--- config.mk ---
export PLATFORM = sky130hd
export DESIGN_NAME = cassette_positioning_sequencer
export DESIGN_NICKNAME = d
export VERILOG_FILES = /design/src/cassette_pkg.sv /design/src/settle_timer_if.sv /design/src/settle_timer.sv /design/src/cassette_positioning_sequencer.sv
export SDC_FILE = /design/constraint.sdc
export NUM_CORES = 1
export LEC_CHECK = 0
export BUFFER_PORTS_ARGS = -buffer_cell sky130_fd_sc_hd__clkbuf_2
export CORE_MARGIN = 2
export CORE_UTILIZATION = 30
export CTS_CLUSTER_DIAMETER = 120
export CTS_CLUSTER_SIZE = 25
export DETAILED_ROUTE_END_ITERATION = 10
export GPL_TIMING_DRIVEN = 0
export HOLD_SLACK_MARGIN = 0.15
export SYNTH_ARGS = -nofsm -noshare
export SYNTH_HDL_FRONTEND = slang
export SYNTH_SLANG_ARGS = --single-unit
--- constraint.sdc ---
create_clock -name sys_clk_i -period 3.86 [get_ports sys_clk_i]
set_input_delay 0.193 -clock sys_clk_i [delete_from_list [all_inputs] [get_ports sys_clk_i]]
set_output_delay 0.193 -clock sys_clk_i [all_outputs]
set_load 0.1 [all_outputs]
--- src/cassette_pkg.sv ---
// shared constants and types of the cassette positioning sequencer
package cassette_pkg;

  localparam int ADDR_W = 12;
  localparam int DATA_W = 32;

  // word offsets on the register bus
  localparam logic [ADDR_W-1:0] CONTROL_STATUS_OFFSET = 12'h000;
  localparam logic [ADDR_W-1:0] BYTE_BUFFER_OFFSET = 12'h004;

  // control_status_reg field positions
  localparam int GO_BIT = 0;
  localparam int FN_LSB = 1;
  localparam int FN_MSB = 3;
  localparam int LAST_BYTE_BIT = 4;
  localparam int READY_BIT = 5;
  localparam int IRQ_ENABLE_BIT = 6;
  localparam int XFER_REQ_BIT = 7;
  localparam int UNIT_BIT = 8;
  localparam int OFF_LINE_BIT = 9;
  localparam int LONG_BLANK_BIT = 10;
  localparam int LATE_SERVICE_BIT = 11;
  localparam int WRITE_LOCK_BIT = 12;
  localparam int INTER_BLOCK_BIT = 13;
  localparam int TRANSPARENT_END_BIT = 14;
  localparam int ERROR_BIT = 15;

  localparam int BYTE_W = 8;
  localparam logic [BYTE_W-1:0] BYTE_RESET = 8'h00;
  localparam logic [DATA_W-1:0] WORD_ZERO = 32'h00000000;

  // function codes held in control_status_reg bits 3:1
  typedef enum logic [2:0] {
    FN_BLANK_GAP_WRITE = 3'h0,
    FN_WRITE = 3'h1,
    FN_READ = 3'h2,
    FN_REVERSE_FILE_SPACE = 3'h3,
    FN_REVERSE_BLOCK_SPACE = 3'h4,
    FN_FORWARD_FILE_SPACE = 3'h5,
    FN_FORWARD_BLOCK_SPACE = 3'h6,
    FN_REWIND = 3'h7
  } fn_t;

  typedef enum logic [1:0] {
    ST_IDLE,
    ST_REJECT,
    ST_MOVE
  } state_t;

  // off-line / write-lock rejection delay
  localparam int CLK_PERIOD_NS = 100;
  localparam int REJECT_TIME_NS = 2000;
  localparam int REJECT_CYCLES_RAW = REJECT_TIME_NS / CLK_PERIOD_NS;
  localparam int REJECT_CYCLES = (REJECT_CYCLES_RAW < 1) ? 1 : REJECT_CYCLES_RAW;

endpackage

--- src/settle_timer_if.sv ---
// start/done handshake between the sequencer and its delay timer
interface settle_timer_if;
  logic start;
  logic done;
  modport owner(output start, input done);
  modport timer(input start, output done);
endinterface

--- src/settle_timer.sv ---
// one-shot delay timer: done pulses a fixed number of cycles after start
module settle_timer #(
  parameter int CYCLES = cassette_pkg::REJECT_CYCLES
) (
  input wire logic sys_clk_i,
  input wire logic rst_i,
  settle_timer_if.timer t
);

  typedef struct packed {
    logic busy;
    logic done;
    logic [15:0] count;
  } timer_state_t;

  localparam logic [15:0] LAST = 16'(CYCLES - 1);

  timer_state_t s_q;
  timer_state_t s_d;

  always_comb begin
    s_d = s_q;
    s_d.done = 1'b0;
    if (t.start) begin
      s_d.busy = 1'b1;
      s_d.count = 16'h0000;
    end else if (s_q.busy) begin
      if (s_q.count == LAST) begin
        s_d.busy = 1'b0;
        s_d.done = 1'b1;
      end else begin
        s_d.count = s_q.count + 16'h0001;
      end
    end
  end

  always_ff @(posedge sys_clk_i or posedge rst_i) begin
    if (rst_i) begin
      s_q <= '0;
    end else begin
      s_q <= s_d;
    end
  end

  assign t.done = s_q.done;

endmodule

--- src/cassette_positioning_sequencer.sv ---
// function sequencer of a two-drive cassette controller with an APB register slave
//
// The implementer's own choices: the register addresses and the APB slave port.
module cassette_positioning_sequencer (
  input wire logic sys_clk_i,
  input wire logic rst_i,
  input wire logic [cassette_pkg::ADDR_W-1:0] paddr_i,
  input wire logic psel_i,
  input wire logic penable_i,
  input wire logic pwrite_i,
  input wire logic [cassette_pkg::DATA_W-1:0] pwdata_i,
  output logic [cassette_pkg::DATA_W-1:0] prdata_o,
  output logic pready_o,
  output logic pslverr_o,
  input wire logic [1:0] off_line_i,
  input wire logic [1:0] write_lock_i,
  input wire logic [1:0] tape_start_mark_i,
  input wire logic [1:0] tape_end_mark_i,
  input wire logic data_seen_i,
  input wire logic block_gap_i,
  input wire logic file_gap_i,
  input wire logic byte_strobe_i,
  input wire logic [cassette_pkg::BYTE_W-1:0] byte_in_i,
  input wire logic irq_ack_i,
  output logic drive_sel_o,
  output logic motion_fwd_o,
  output logic motion_rev_o,
  output logic rewind_o,
  output logic [cassette_pkg::BYTE_W-1:0] byte_out_o,
  output logic irq_o
);

  typedef struct packed {
    cassette_pkg::state_t state;
    cassette_pkg::fn_t fn;
    logic unit;
    logic ready;
    logic error;
    logic irq_enable;
    logic long_blank;
    logic inter_block;
    logic late_service;
    logic write_lock_err;
    logic xfer_req;
    logic seek_data;
    logic data_passed;
    logic cond_prev;
    logic irq;
    logic timer_start;
    logic fwd;
    logic rev;
    logic rew;
    logic pready;
    logic pslverr;
    logic [cassette_pkg::DATA_W-1:0] prdata;
    logic [cassette_pkg::BYTE_W-1:0] buffer;
  } seq_state_t;

  seq_state_t s_q;
  seq_state_t s_d;

  settle_timer_if tmr();

  settle_timer #(
    .CYCLES(cassette_pkg::REJECT_CYCLES)
  ) u_timer (
    .sys_clk_i(sys_clk_i),
    .rst_i(rst_i),
    .t(tmr.timer)
  );

  assign tmr.start = s_q.timer_start;

  function automatic logic is_forward(input cassette_pkg::fn_t f);
    return f inside {cassette_pkg::FN_BLANK_GAP_WRITE, cassette_pkg::FN_WRITE, cassette_pkg::FN_READ,
                     cassette_pkg::FN_FORWARD_FILE_SPACE, cassette_pkg::FN_FORWARD_BLOCK_SPACE};
  endfunction

  function automatic logic is_write(input cassette_pkg::fn_t f);
    return f inside {cassette_pkg::FN_BLANK_GAP_WRITE, cassette_pkg::FN_WRITE};
  endfunction

  logic sel_off_line;
  logic sel_at_start;
  logic sel_at_end;
  logic sel_locked;
  logic ready_visible;
  logic access_done;
  logic csr_hit;
  logic buf_hit;
  logic [cassette_pkg::DATA_W-1:0] csr_image;

  always_comb begin
    sel_off_line = off_line_i[s_q.unit];
    sel_at_start = tape_start_mark_i[s_q.unit];
    sel_at_end = tape_end_mark_i[s_q.unit];
    // write lock only shows while a writing function sits in the code field
    sel_locked = write_lock_i[s_q.unit] & is_write(s_q.fn);
    // a pending byte request keeps ready hidden
    ready_visible = s_q.ready & ~s_q.xfer_req;
    csr_hit = (paddr_i == cassette_pkg::CONTROL_STATUS_OFFSET);
    buf_hit = (paddr_i == cassette_pkg::BYTE_BUFFER_OFFSET);
    access_done = psel_i & penable_i & s_q.pready;
    csr_image = cassette_pkg::WORD_ZERO;
    csr_image[cassette_pkg::FN_MSB:cassette_pkg::FN_LSB] = s_q.fn;
    csr_image[cassette_pkg::READY_BIT] = ready_visible;
    csr_image[cassette_pkg::IRQ_ENABLE_BIT] = s_q.irq_enable;
    csr_image[cassette_pkg::XFER_REQ_BIT] = s_q.xfer_req;
    csr_image[cassette_pkg::UNIT_BIT] = s_q.unit;
    csr_image[cassette_pkg::OFF_LINE_BIT] = sel_off_line;
    csr_image[cassette_pkg::LONG_BLANK_BIT] = s_q.long_blank;
    csr_image[cassette_pkg::LATE_SERVICE_BIT] = s_q.late_service;
    csr_image[cassette_pkg::WRITE_LOCK_BIT] = sel_locked;
    csr_image[cassette_pkg::INTER_BLOCK_BIT] = s_q.inter_block;
    // live per selected drive: normal after rewind, a fault only with error
    csr_image[cassette_pkg::TRANSPARENT_END_BIT] = sel_at_start | sel_at_end;
    csr_image[cassette_pkg::ERROR_BIT] = s_q.error;
  end

  always_comb begin
    s_d = s_q;
    s_d.timer_start = 1'b0;
    s_d.pready = 1'b0;
    s_d.pslverr = 1'b0;

    // one wait state: pready rises in the second access cycle
    if (psel_i & penable_i & ~s_q.pready) begin
      s_d.pready = 1'b1;
      s_d.pslverr = ~(csr_hit | buf_hit);
      s_d.prdata = cassette_pkg::WORD_ZERO;
      if (!pwrite_i && csr_hit) begin
        s_d.prdata = csr_image;
      end else if (!pwrite_i && buf_hit) begin
        s_d.prdata[cassette_pkg::BYTE_W-1:0] = s_q.buffer;
      end
    end

    if (access_done && buf_hit) begin
      s_d.xfer_req = 1'b0;
      if (pwrite_i) begin
        s_d.buffer = pwdata_i[cassette_pkg::BYTE_W-1:0];
      end
    end

    if (access_done && csr_hit && pwrite_i) begin
      s_d.irq_enable = pwdata_i[cassette_pkg::IRQ_ENABLE_BIT];
      if (pwdata_i[cassette_pkg::LAST_BYTE_BIT]) begin
        s_d.xfer_req = 1'b0;
      end
      // code and unit are frozen while a function runs
      if (s_q.ready) begin
        s_d.fn = cassette_pkg::fn_t'(pwdata_i[cassette_pkg::FN_MSB:cassette_pkg::FN_LSB]);
        s_d.unit = pwdata_i[cassette_pkg::UNIT_BIT];
        if (pwdata_i[cassette_pkg::GO_BIT]) begin
          s_d.ready = 1'b0;
          s_d.error = 1'b0;
          if (off_line_i[pwdata_i[cassette_pkg::UNIT_BIT]] ||
              (write_lock_i[pwdata_i[cassette_pkg::UNIT_BIT]] &&
               is_write(cassette_pkg::fn_t'(pwdata_i[cassette_pkg::FN_MSB:cassette_pkg::FN_LSB])))) begin
            // not a successful start: latched flags other than error are left as they were
            s_d.state = cassette_pkg::ST_REJECT;
            s_d.timer_start = 1'b1;
          end else begin
            s_d.state = cassette_pkg::ST_MOVE;
            s_d.long_blank = 1'b0;
            s_d.inter_block = 1'b0;
            s_d.late_service = 1'b0;
            s_d.data_passed = 1'b0;
            // load point gap is skipped only when leaving the start mark
            s_d.seek_data = tape_start_mark_i[pwdata_i[cassette_pkg::UNIT_BIT]] &
                            ~is_write(cassette_pkg::fn_t'(pwdata_i[cassette_pkg::FN_MSB:cassette_pkg::FN_LSB]));
          end
        end
      end
    end

    // after the clears: a new byte request beats a service in the same cycle
    if (s_q.state == cassette_pkg::ST_MOVE && byte_strobe_i &&
        (s_q.fn == cassette_pkg::FN_READ || s_q.fn == cassette_pkg::FN_WRITE)) begin
      s_d.late_service = s_d.late_service | s_d.xfer_req;
      s_d.xfer_req = 1'b1;
      if (s_q.fn == cassette_pkg::FN_READ) begin
        s_d.buffer = byte_in_i;
      end
    end

    case (s_q.state)
      cassette_pkg::ST_IDLE: begin
        s_d.fwd = 1'b0;
        s_d.rev = 1'b0;
        s_d.rew = 1'b0;
      end
      cassette_pkg::ST_REJECT: begin
        if (tmr.done) begin
          s_d.ready = 1'b1;
          s_d.error = 1'b1;
          s_d.state = cassette_pkg::ST_IDLE;
        end
      end
      cassette_pkg::ST_MOVE: begin
        s_d.fwd = is_forward(s_q.fn);
        s_d.rev = (s_q.fn == cassette_pkg::FN_REVERSE_FILE_SPACE) ||
                  (s_q.fn == cassette_pkg::FN_REVERSE_BLOCK_SPACE);
        s_d.rew = (s_q.fn == cassette_pkg::FN_REWIND);
        if (s_q.fn == cassette_pkg::FN_REWIND) begin
          if (sel_at_start) begin
            s_d.ready = 1'b1;
            s_d.state = cassette_pkg::ST_IDLE;
          end
        end else if (s_d.rev) begin
          if (sel_at_start) begin
            s_d.ready = 1'b1;
            s_d.error = 1'b1;
            s_d.state = cassette_pkg::ST_IDLE;
          end else if (!s_q.data_passed) begin
            s_d.data_passed = data_seen_i;
          end else if (s_q.fn == cassette_pkg::FN_REVERSE_BLOCK_SPACE && (block_gap_i || file_gap_i)) begin
            s_d.ready = 1'b1;
            s_d.state = cassette_pkg::ST_IDLE;
          end else if (s_q.fn == cassette_pkg::FN_REVERSE_FILE_SPACE && file_gap_i) begin
            s_d.ready = 1'b1;
            s_d.long_blank = 1'b1;
            s_d.state = cassette_pkg::ST_IDLE;
          end
        end else if (sel_at_end && !s_q.seek_data) begin
          // start mark and end mark share the clear leader sensor
          s_d.ready = 1'b1;
          s_d.error = 1'b1;
          s_d.state = cassette_pkg::ST_IDLE;
        end else if (s_q.seek_data) begin
          s_d.seek_data = ~data_seen_i;
        end else begin
          // gaps are taken as they come, so a start in a gap reports that gap
          case (s_q.fn)
            cassette_pkg::FN_FORWARD_FILE_SPACE: begin
              if (file_gap_i) begin
                s_d.ready = 1'b1;
                s_d.long_blank = 1'b1;
                s_d.state = cassette_pkg::ST_IDLE;
              end
            end
            cassette_pkg::FN_FORWARD_BLOCK_SPACE, cassette_pkg::FN_READ: begin
              if (file_gap_i) begin
                s_d.ready = 1'b1;
                s_d.error = 1'b1;
                s_d.long_blank = 1'b1;
                s_d.state = cassette_pkg::ST_IDLE;
              end else if (block_gap_i) begin
                s_d.ready = 1'b1;
                s_d.inter_block = (s_q.fn == cassette_pkg::FN_FORWARD_BLOCK_SPACE);
                s_d.error = s_q.late_service;
                s_d.state = cassette_pkg::ST_IDLE;
              end
            end
            cassette_pkg::FN_WRITE: begin
              if (block_gap_i) begin
                s_d.ready = 1'b1;
                s_d.error = s_q.late_service;
                s_d.state = cassette_pkg::ST_IDLE;
              end
            end
            default: begin
              if (file_gap_i) begin
                s_d.ready = 1'b1;
                s_d.state = cassette_pkg::ST_IDLE;
              end
            end
          endcase
        end
        if (s_d.state == cassette_pkg::ST_IDLE) begin
          s_d.fwd = 1'b0;
          s_d.rev = 1'b0;
          s_d.rew = 1'b0;
        end
      end
      default: begin
        s_d.state = cassette_pkg::ST_IDLE;
        s_d.ready = 1'b1;
      end
    endcase

    // request on the rising edge, dropped on service or when the condition falls
    s_d.cond_prev = (ready_visible | s_q.xfer_req) & s_q.irq_enable;
    if (s_d.cond_prev && !s_q.cond_prev) begin
      s_d.irq = 1'b1;
    end else if (irq_ack_i || !s_d.cond_prev) begin
      s_d.irq = 1'b0;
    end
  end

  always_ff @(posedge sys_clk_i or posedge rst_i) begin
    if (rst_i) begin
      s_q <= '0;
      s_q.state <= cassette_pkg::ST_IDLE;
      s_q.fn <= cassette_pkg::FN_BLANK_GAP_WRITE;
      s_q.ready <= 1'b1;
      s_q.buffer <= cassette_pkg::BYTE_RESET;
    end else begin
      s_q <= s_d;
    end
  end

  assign prdata_o = s_q.prdata;
  assign pready_o = s_q.pready;
  assign pslverr_o = s_q.pslverr;
  assign drive_sel_o = s_q.unit;
  assign motion_fwd_o = s_q.fwd;
  assign motion_rev_o = s_q.rev;
  assign rewind_o = s_q.rew;
  assign byte_out_o = s_q.buffer;
  assign irq_o = s_q.irq;

endmodule

# Word level (Yosys, flattened, before mapping)
# Cells that the tools add are included.
dict set report totals {
  reg_bits 81
  inputBits 70
  output_inout_bits 47
  elab_cells 203
}
dict set report classes {
  addsub 1
  n_lt_le_gt_ge 2
  eq_ne 13
  mux 110
  n_bitwise 16
  n_reduce_logical 36
}
# operator count
set ops {}
lappend ops {{2-to-1 mux 2 bit} 33}
lappend ops {{2-to-1 mux 8 bit} 8}
lappend ops {{2-to-1 mux 1 bit} 52}
lappend ops {{2-to-1 mux 34 bit} 1}
lappend ops {{2-to-1 mux 16 bit} 2}
lappend ops {{2-to-1 mux 18 bit} 1}
lappend ops {{adder 16 x 1 -> 16 bit (second input constant)} 1}
lappend ops {{== test 16 x 5 -> 1 bit (second input constant)} 1}
lappend ops {{2-to-1 mux 3 bit} 5}
lappend ops {{== test 12 x 3 -> 1 bit (second input constant)} 1}
lappend ops {{== test 3 bit (second input constant)} 4}
lappend ops {{logical AND 1 bit} 12}
lappend ops {{logical NOT 12 bit} 1}
lappend ops {{2-to-1 mux 12 bit} 1}
lappend ops {{nonzero test 2 bit} 5}
lappend ops {{bitwise AND 1 bit} 7}
lappend ops {{== test 3 x 1 -> 1 bit (second input constant)} 2}
lappend ops {{== test 3 x 2 -> 1 bit (second input constant)} 2}
lappend ops {{logical NOT 3 bit} 2}
lappend ops {{case mux 1 bit (2 select lines)} 3}
lappend ops {{case mux 2 bit (3 select lines)} 1}
lappend ops {{case mux 3 bit (2 select lines)} 1}
lappend ops {{logical OR 1 bit} 5}
lappend ops {{NOT 1 bit} 5}
lappend ops {{other kinds (13)} 22}

# Longest topological paths before layout
# Gate-level depths: netlist of the first run.
dict set report logic_depth {
  ltp_word 19
  mapped_depth 8
}

# By module
# A second synthesis of the first run with hierarchy kept.
dict set report unflattened {
  hier_cells 382
  hier_area_um2 3853.7
}
# mod instances cells_each area_each_um2
set by_module_without_submodules {}
lappend by_module_without_submodules {cassette_positioning_sequencer 1 288 2851.5}
lappend by_module_without_submodules {settle_timer 1 94 1002.2}

# Worst setup path before layout of the first run
# OpenSTA, ideal clock, no wires.
dict set report synth_timing {
  kind {reg2reg}
  start {register s_q (netlist bit drive_sel_o)}
  end {register s_q (netlist bit csr_image[15])}
  arrival_time_ns 2.372
  path_slack_ns 1.366
  stages_incl_launch_ff 7
  n_path_buf 1
  cell_sequence {dfrtp_1 > clkbuf_1 > mux2_2 > nor2_1 > o2111ai_1 > a211o_1 > a32o_1}
}
# item line
set synth_rtl {}
lappend synth_rtl {{from (decl)} cassette_positioning_sequencer.sv:59} ;# seq_state_t s_q;

==> results.yml, run 1 <==
run_status:
  status: "complete, no violations"
setup_path:
  r2r-start: "s_q[62]"
  critPathTopFamily: "buffers and inverters"
  critPathRequiredTime_ps: 4130
  critical_path_class: "reg -> reg"
  cp-end-kind: "register"
  max_stage_delay_ps: 710
  critPathMaxFanout: 10
  rrSetupSlack_ps: 740
  r2r_cells: 9
  startpoint_type: "register"
  cp_num_buf_inv: 4
  arrival_ps: 3390
  crit_chain: "inv_1 -> ha_1 -> clkbuf_1 -> nand2_1 -> nor3_1 -> clkbuf_1 -> nand2_1 -> o21ai_1 -> dlygate4sd3_1"
  rr_endpoint: "byte_out_o[7]"
  cpMaxStageDelayCell: "nor3_1"
global_route:
  grt_use_total: 0.145
  antenna_found_initial: 0
  grt_pass1_wl_mm: 15.0
  grt-ovfl-total: 0
  grt_pass1_vias: 2971
  grt_max_degree: 66
clock_network:
  cts_tree: "done"
  cts_buffer_depth: 2
  cts.sinks: 65
  insertion_delay_ps: 330
  root_buffer: "clkbuf_16"
  h-tree-depth: 3
  clkTransAtPathRegs_ps: 60
  numCtsBuffers: 9
  post_cts_resized: 0
detailed_routing:
  vias: 3173
  viasPerCell: 4.74
  drcViolationCount: 0
  wire_per_inst_um: 13.8
  drt_iter0_drc: 173
  ant_nets: 0
  routed_wirelength_mm: 9.25
  drtPass1Iterations: 7
timing:
  min_period_ps: 3120
  worst_slew_pin_slew_ps: 892
  fmax_mhz: 320
  rsz0062_at_grt: "false"
  setup-tns-final_ps: 0
  finClkSkew_ps: 7.08
  setup_viol: 0
  maxSlewHeadroom: 0.401
  fin_crit_sh: 0.809
  finalHoldViolCount: 0
  drv_slew: 0
die:
  die_x_um: 115
  ios: 117
  fp.dieH_um: 115
  initial_utilization: 0.309
  row_count: 40
  design.die.area_um2: 13300
  core_area_um2: 12100
logic_synthesis:
  synth_cells: 377
  ys_types: 61
  yosysSeqAreaShare: 0.437
  yosysWarningCount: 0
  synth-seq-cells: 65
  syn_area_per_cell_um2: 9.87
  postSynth.asyncResetShare: 1.00
  synth_edf_count: 0
  synthesis.area_um2: 3720
  synthFlopType: "dfrtp_1"
placement:
  portBuffers: 77
  gp_congestion: 0.940
  dpl.hpwl_mm: 7.08
worst_hold_path:
  whs_endpoint: "s_q[49]"
  hp-class: "in -> reg"
  min-delay-start: "data_seen_i"
  whs_path_depth: 3
cells_and_area:
  fin_nets: 571
  area_growth_syn_to_layout_pct: 30.4
  drive_gt1_frac: 0.319
  diodes: 0
power:
  max-vdd-ir-drop_uv: 203
  power_density_nw_per_um2: 351
  power_mw: 1.70
  p_leak_nw: 2.36
run:
  maxCapViolCount: 0
[layout by cell type, fill, tap and decap left out, types with 4 or more instances in the layout]
master	synthesis	layout
clkbuf_2	0	77
dfrtp_1	64	64
buf_4	40	40
nand2_1	31	31
nor2_1	25	25
inv_1	18	17
conb_1	1	16
dlygate4sd3_1	0	16
mux2i_1	14	14
nor3_1	11	11
nand3_1	11	11
o21ai_0	11	11
clkbuf_1	10	10
a22o_1	10	10
mux2_2	9	9
xor2_1	9	9
clkbuf_16	0	9
nand4_1	7	7
a21oi_1	7	7
o21ai_1	6	6
a222oi_1	6	6
or3_1	5	5
ha_1	5	5
nand2b_1	4	4
a21boi_0	4	4
xnor2_1	4	4
[synthesized netlist by cell type, types with 7 or more instances]
library cell   n  area (um2)
nor3_1        11        55.1
clkbuf_1      10        37.5
nand3_1       11        55.1
a21oi_1        7        35.0
a22o_1        10        87.6
dfrtp_1       64        1600
nand2_1       31         116
o21ai_0       11        55.1
buf_4         40         300
mux2i_1       14         140
xor2_1         9        78.8
inv_1         18        67.6
nand4_1        7        43.8
nor2_1        25        93.8
mux2_2         9         101
[cell families (layout without fill, tap and decap cells)]
family / Yosys count / count (layout) / share of synthesized area
other: 1 / 16 / 0.00101
xor gates and xnor gates: 13 / 13 / 0.0306
muxes: 23 / 23 / 0.0649
buffers and inverters: 71 / 180 / 0.113
AOI/OAI and AO/OA: 72 / 72 / 0.145
DFF: 65 / 65 / 0.437
adders and majority gates: 5 / 5 / 0.0168
and+or+nand+nor: 127 / 127 / 0.192
[power by group]
group	internal [mW]	switching (mW)	total, mW	leakage [nW]
sequential	0.684	0.00201	0.686	0.896
combinational	0.0466	0.126	0.173	1.32
clock	0.538	0.306	0.844	0.148
total	1.27	0.434	1.70	2.36
[worst max-delay path by stage]
| stage | start | end | slack (ps) | cells past startpoint |
|---|---|---|---|---|
| detailed placement | s_q[62] | byte_out_o[0] | 1270 | 8 |
| global placement | rst_i | irq_o | 1140 | 2 |
| CTS | s_q[62] | byte_out_o[5] | 740 | 9 |
| global route | s_q[62] | byte_out_o[5] | 480 | 9 |
| floorplan | drive_sel_o | csr_image[15] | 1370 | 6 |
| finish | s_q[62] | byte_out_o[7] | 740 | 9 |
[registers in the layout (all words and copies together) (netlist names)]
signal          cells
u_timer.s_q        17
prdata_o           16
irq_o               1
motion_rev_o        1
pslverr_o           1
motion_fwd_o        1
rewind_o            1
byte_out_o          8
s_q                 6
tmr.start           1
pready_o            1
drive_sel_o         1
u_timer.t.done      1
csr_image           9
[area by class of cell]
type / instances / area, um2
multi-input combinational: 256 / 1730
clock inverter: 5 / 62.6
tap: 168 / 210
timing repair buffer: 93 / 546
fill: 1195 / 7210
clock buffer: 11 / 253
inverter: 18 / 70.1
buffer: 53 / 353
sequential: 65 / 1630
[timing repair]
| item | in CTS | in global routing |
|---|---|---|
| hold buffers | 16 | 0 |
| hold endpoints to repair | 77 | 0 |
| setup buffers | 0 | 0 |
[per-layer routing]
metal | share of wire | up-vias | GRT usage
li1 | - | 1538 | -
met5 | 0 | - | 0
met4 | 0.0095 | 0 | 0.0369
met2 | 0.48 | 107 | 0.235
met3 | 0.054 | 7 | 0.0290
met1 | 0.45 | 1521 | 0.198
[stage by stage]
stage	hold WS, ps	instance area, um2	std cells	setup slack [ps]	utilization
floorplan	311	3780	392	1370	-
global placement	398	4370	637	1140	0.363
detailed placement	405	4380	637	1270	0.363
CTS	152	4850	669	740	0.402
global route	171	4850	669	485	0.402
finish	164	4850	669	736	0.402
[worst reg2reg max path, cell delays in order (launching register included)]
cell and delay (ps):
dfrtp_1 410, inv_1 110, ha_1 150, clkbuf_1 330
nand2_1 150, nor3_1 710, clkbuf_1 450, nand2_1 100
o21ai_1 90, dlygate4sd3_1 560
(Power assumes the default switching activity.)
==> inputs of run 2 (changes only) <==
--- a/config.mk
+++ b/config.mk
@@ -5,6 +5,7 @@
 export SDC_FILE = /design/constraint.sdc
 export NUM_CORES = 1
 export LEC_CHECK = 0
+export ABC_AREA = 1
 export BUFFER_PORTS_ARGS = -buffer_cell sky130_fd_sc_hd__clkbuf_2
 export CORE_MARGIN = 2
 export CORE_UTILIZATION = 30
==> constraint.sdc (replaced) <==
create_clock -name sys_clk_i -period 2.55 [get_ports sys_clk_i]
set_input_delay 0.1275 -clock sys_clk_i [delete_from_list [all_inputs] [get_ports sys_clk_i]]
set_output_delay 0.1275 -clock sys_clk_i [all_outputs]
set_load 0.1 [all_outputs]
==> results.yml, run 2 <==
timing:
  min_period_ps: 1770
  rsz0062_at_grt: "false"
  fmax_mhz: 564
  drv_slew: 0
  setup_ws_ps: 776
  finClkSkew_ps: 8.49
  setup_viol: 0
  worst_slew_pin_slew_ps: 809
  fin_crit_sh: 0.696
  setup-tns-final_ps: 0
  maxSlewHeadroom: 0.461
  finalHoldViolCount: 0
power:
  power_density_nw_per_um2: 544
  p_leak_nw: 2.74
  max-vdd-ir-drop_uv: 312
clock_network:
  cts_buffer_depth: 2
  numCtsBuffers: 9
  postCtsHoldBufs: 18
  root_buffer: "clkbuf_16"
  insertion_delay_ps: 330
  post_cts_resized: 0
  clkTransAtPathRegs_ps: 60
  cts_setup_buffers: 0
  cts.sinks: 65
  h-tree-depth: 3
  cts_tree: "done"
logic_synthesis:
  synth_most_common_cell: "nand2_1"
  synth_area_leaders: "dfrtp_1 39%, nand2_1 12%, buf_4 7.6%, inv_1 6.4%, nand3_1 5.5%"
  synthFlopType: "dfrtp_1"
  postSynth.asyncResetShare: 1.00
  synthTopCellsByCount: "130 x nand2_1, 69 x inv_1, 64 x dfrtp_1, 46 x nor2_1, 45 x nand3_1"
  ys_types: 44
  synth-seq-cells: 65
  syn_area_per_cell_um2: 7.52
  synth_cells: 541
  yosysWarningCount: 0
  synth_top_area_share: 0.394
  synthesis.area_um2: 4070
  synth.largest_area_cell: "dfrtp_1"
  yosysSeqAreaShare: 0.400
  synth_edf_count: 0
cells_and_area:
  drive_gt1_frac: 0.270
  fin_area_um2: 5240
  regArea_um2: 1630
  fin_nets: 737
  diodes: 0
  final_cells: 843
  utilization: 0.396
  mostFrequentLayoutCell: "nand2_1"
  largest_register_ff_count: 17
  multi_input_area_um2: 1830
  area_growth_syn_to_layout_pct: 28.9
  top_register: "u_timer.s_q"
  fillers: 1420
  final_cell_mix: "130 x nand2_1, 77 x clkbuf_2, 68 x inv_1"
detailed_routing:
  top_layer_used: "met4"
  drt-met1-wl_mm: 4.73
  route.met2.wl_mm: 4.88
  drt_iter0_drc: 215
  drcViolationCount: 0
  viasPerCell: 4.44
  ant_nets: 0
  routed_wirelength_mm: 10.4
  vias: 3741
  wire_per_inst_um: 12.3
  drtPass1Iterations: 5
  dr_wl_met3_um: 481
die:
  design.die.area_um2: 14500
  die_x_um: 120
  fp.dieH_um: 120
  core_area_um2: 13200
  initial_utilization: 0.307
  ios: 117
  row_count: 42
setup_path:
  startpoint_type: "register"
  cpMaxStageDelayCell: "dfrtp_1"
  crit_cells: 9
  crit_chain: "ha_1 -> nand4_1 -> nor2_1 -> nand3_1 -> nand2_2 -> nand2_2 -> buf_6 -> nand2_1 -> nand2_1"
  critical_path_class: "reg -> reg"
  cp_num_buf_inv: 1
  critPathTopFamily: "simple AND/OR/NAND/NOR gates"
  critPathMaxFanout: 10
  critPathRequiredTime_ps: 2770
  r2r_cells: 9
  max_stage_delay_ps: 380
  cp-end-kind: "register"
  arrival_ps: 1990
run_status:
  status: "complete, no violations"
global_route:
  antenna_found_initial: 0
  grt_pass1_wl_mm: 16.8
  grt_pass1_vias: 3602
  grt-ovfl-total: 0
  grt_use_total: 0.146
  grt_max_degree: 66
worst_hold_path:
  whs_path_depth: 5
  hp-class: "in -> reg"
placement:
  place_inst: 809
  dpl.hpwl_mm: 8.02
  portBuffers: 77
  gp_congestion: 0.892
  post_dp_cell_area_um2: 4730
  dp_slack_ps: 791
run:
  maxCapViolCount: 0
## run 2: layout make-up
cell class	instances	share of cell area
flip-flops and latches	65	0.310
well taps	176	0.0420
plain buffers	51	0.0721
repair buffers	95	0.108
clock inverters	5	0.0148
inverters	76	0.0549
clock buffers	11	0.0482
multi-input cells	364	0.350
## run 2: tightest hold or removal path, delay by kind of cell
kind	cells	cell delay, ps
AO/OA/AOI/OAI	2	180
buffers and inverters	3	150
## run 2: worst paths after layout
kind / to / slack (ps) / start
max: u_timer.s_q[4] / 780 / u_timer.s_q[0]
min: byte_out_o[5] / 160 / pwdata_i[5]
max reg2reg: u_timer.s_q[4] / 780 / u_timer.s_q[0]
min reg2reg: irq_o / 410 / s_q[47]
max in group asynchronous: u_timer.s_q[0] / 1520 / rst_i
min in group asynchronous: prdata_o[14] / 500 / rst_i
## run 2: metal layers
layer,vias to the layer above,global-route usage
met5,-,0
met1,1696,0.189
li1,1919,-
met4,0,0.0647
met3,20,0.0340
met2,106,0.234
## run 2: power breakdown
group / switching (mW) / leakage [nW] / total (mW) / internal (mW)
clock: 0.457 / 0.162 / 1.36 / 0.905
sequential: 0.00935 / 0.889 / 1.06 / 1.05
combinational: 0.324 / 1.69 / 0.433 / 0.109
## run 2: kinds of logic after synthesis
| group | share of synthesized area |
|---|---|
| AND/OR/NAND/NOR | 0.308 |
| buffers and inverters | 0.163 |
| flip-flops | 0.400 |
| AO/OA/AOI/OAI | 0.0947 |
| XOR/XNOR | 0.0151 |
| adder cells (fa/ha/maj) | 0.0154 |
| other | 0.000922 |
| multiplexers | 0.00246 |
## run 2: through the flow
stage | power, mW | hold slack [ps]
after floorplan | 1.41 | 283
after global placement | 1.49 | 387
after detailed placement | 1.49 | 340
after CTS | 2.88 | 150
after global routing | 2.94 | 177
final | 2.85 | 158
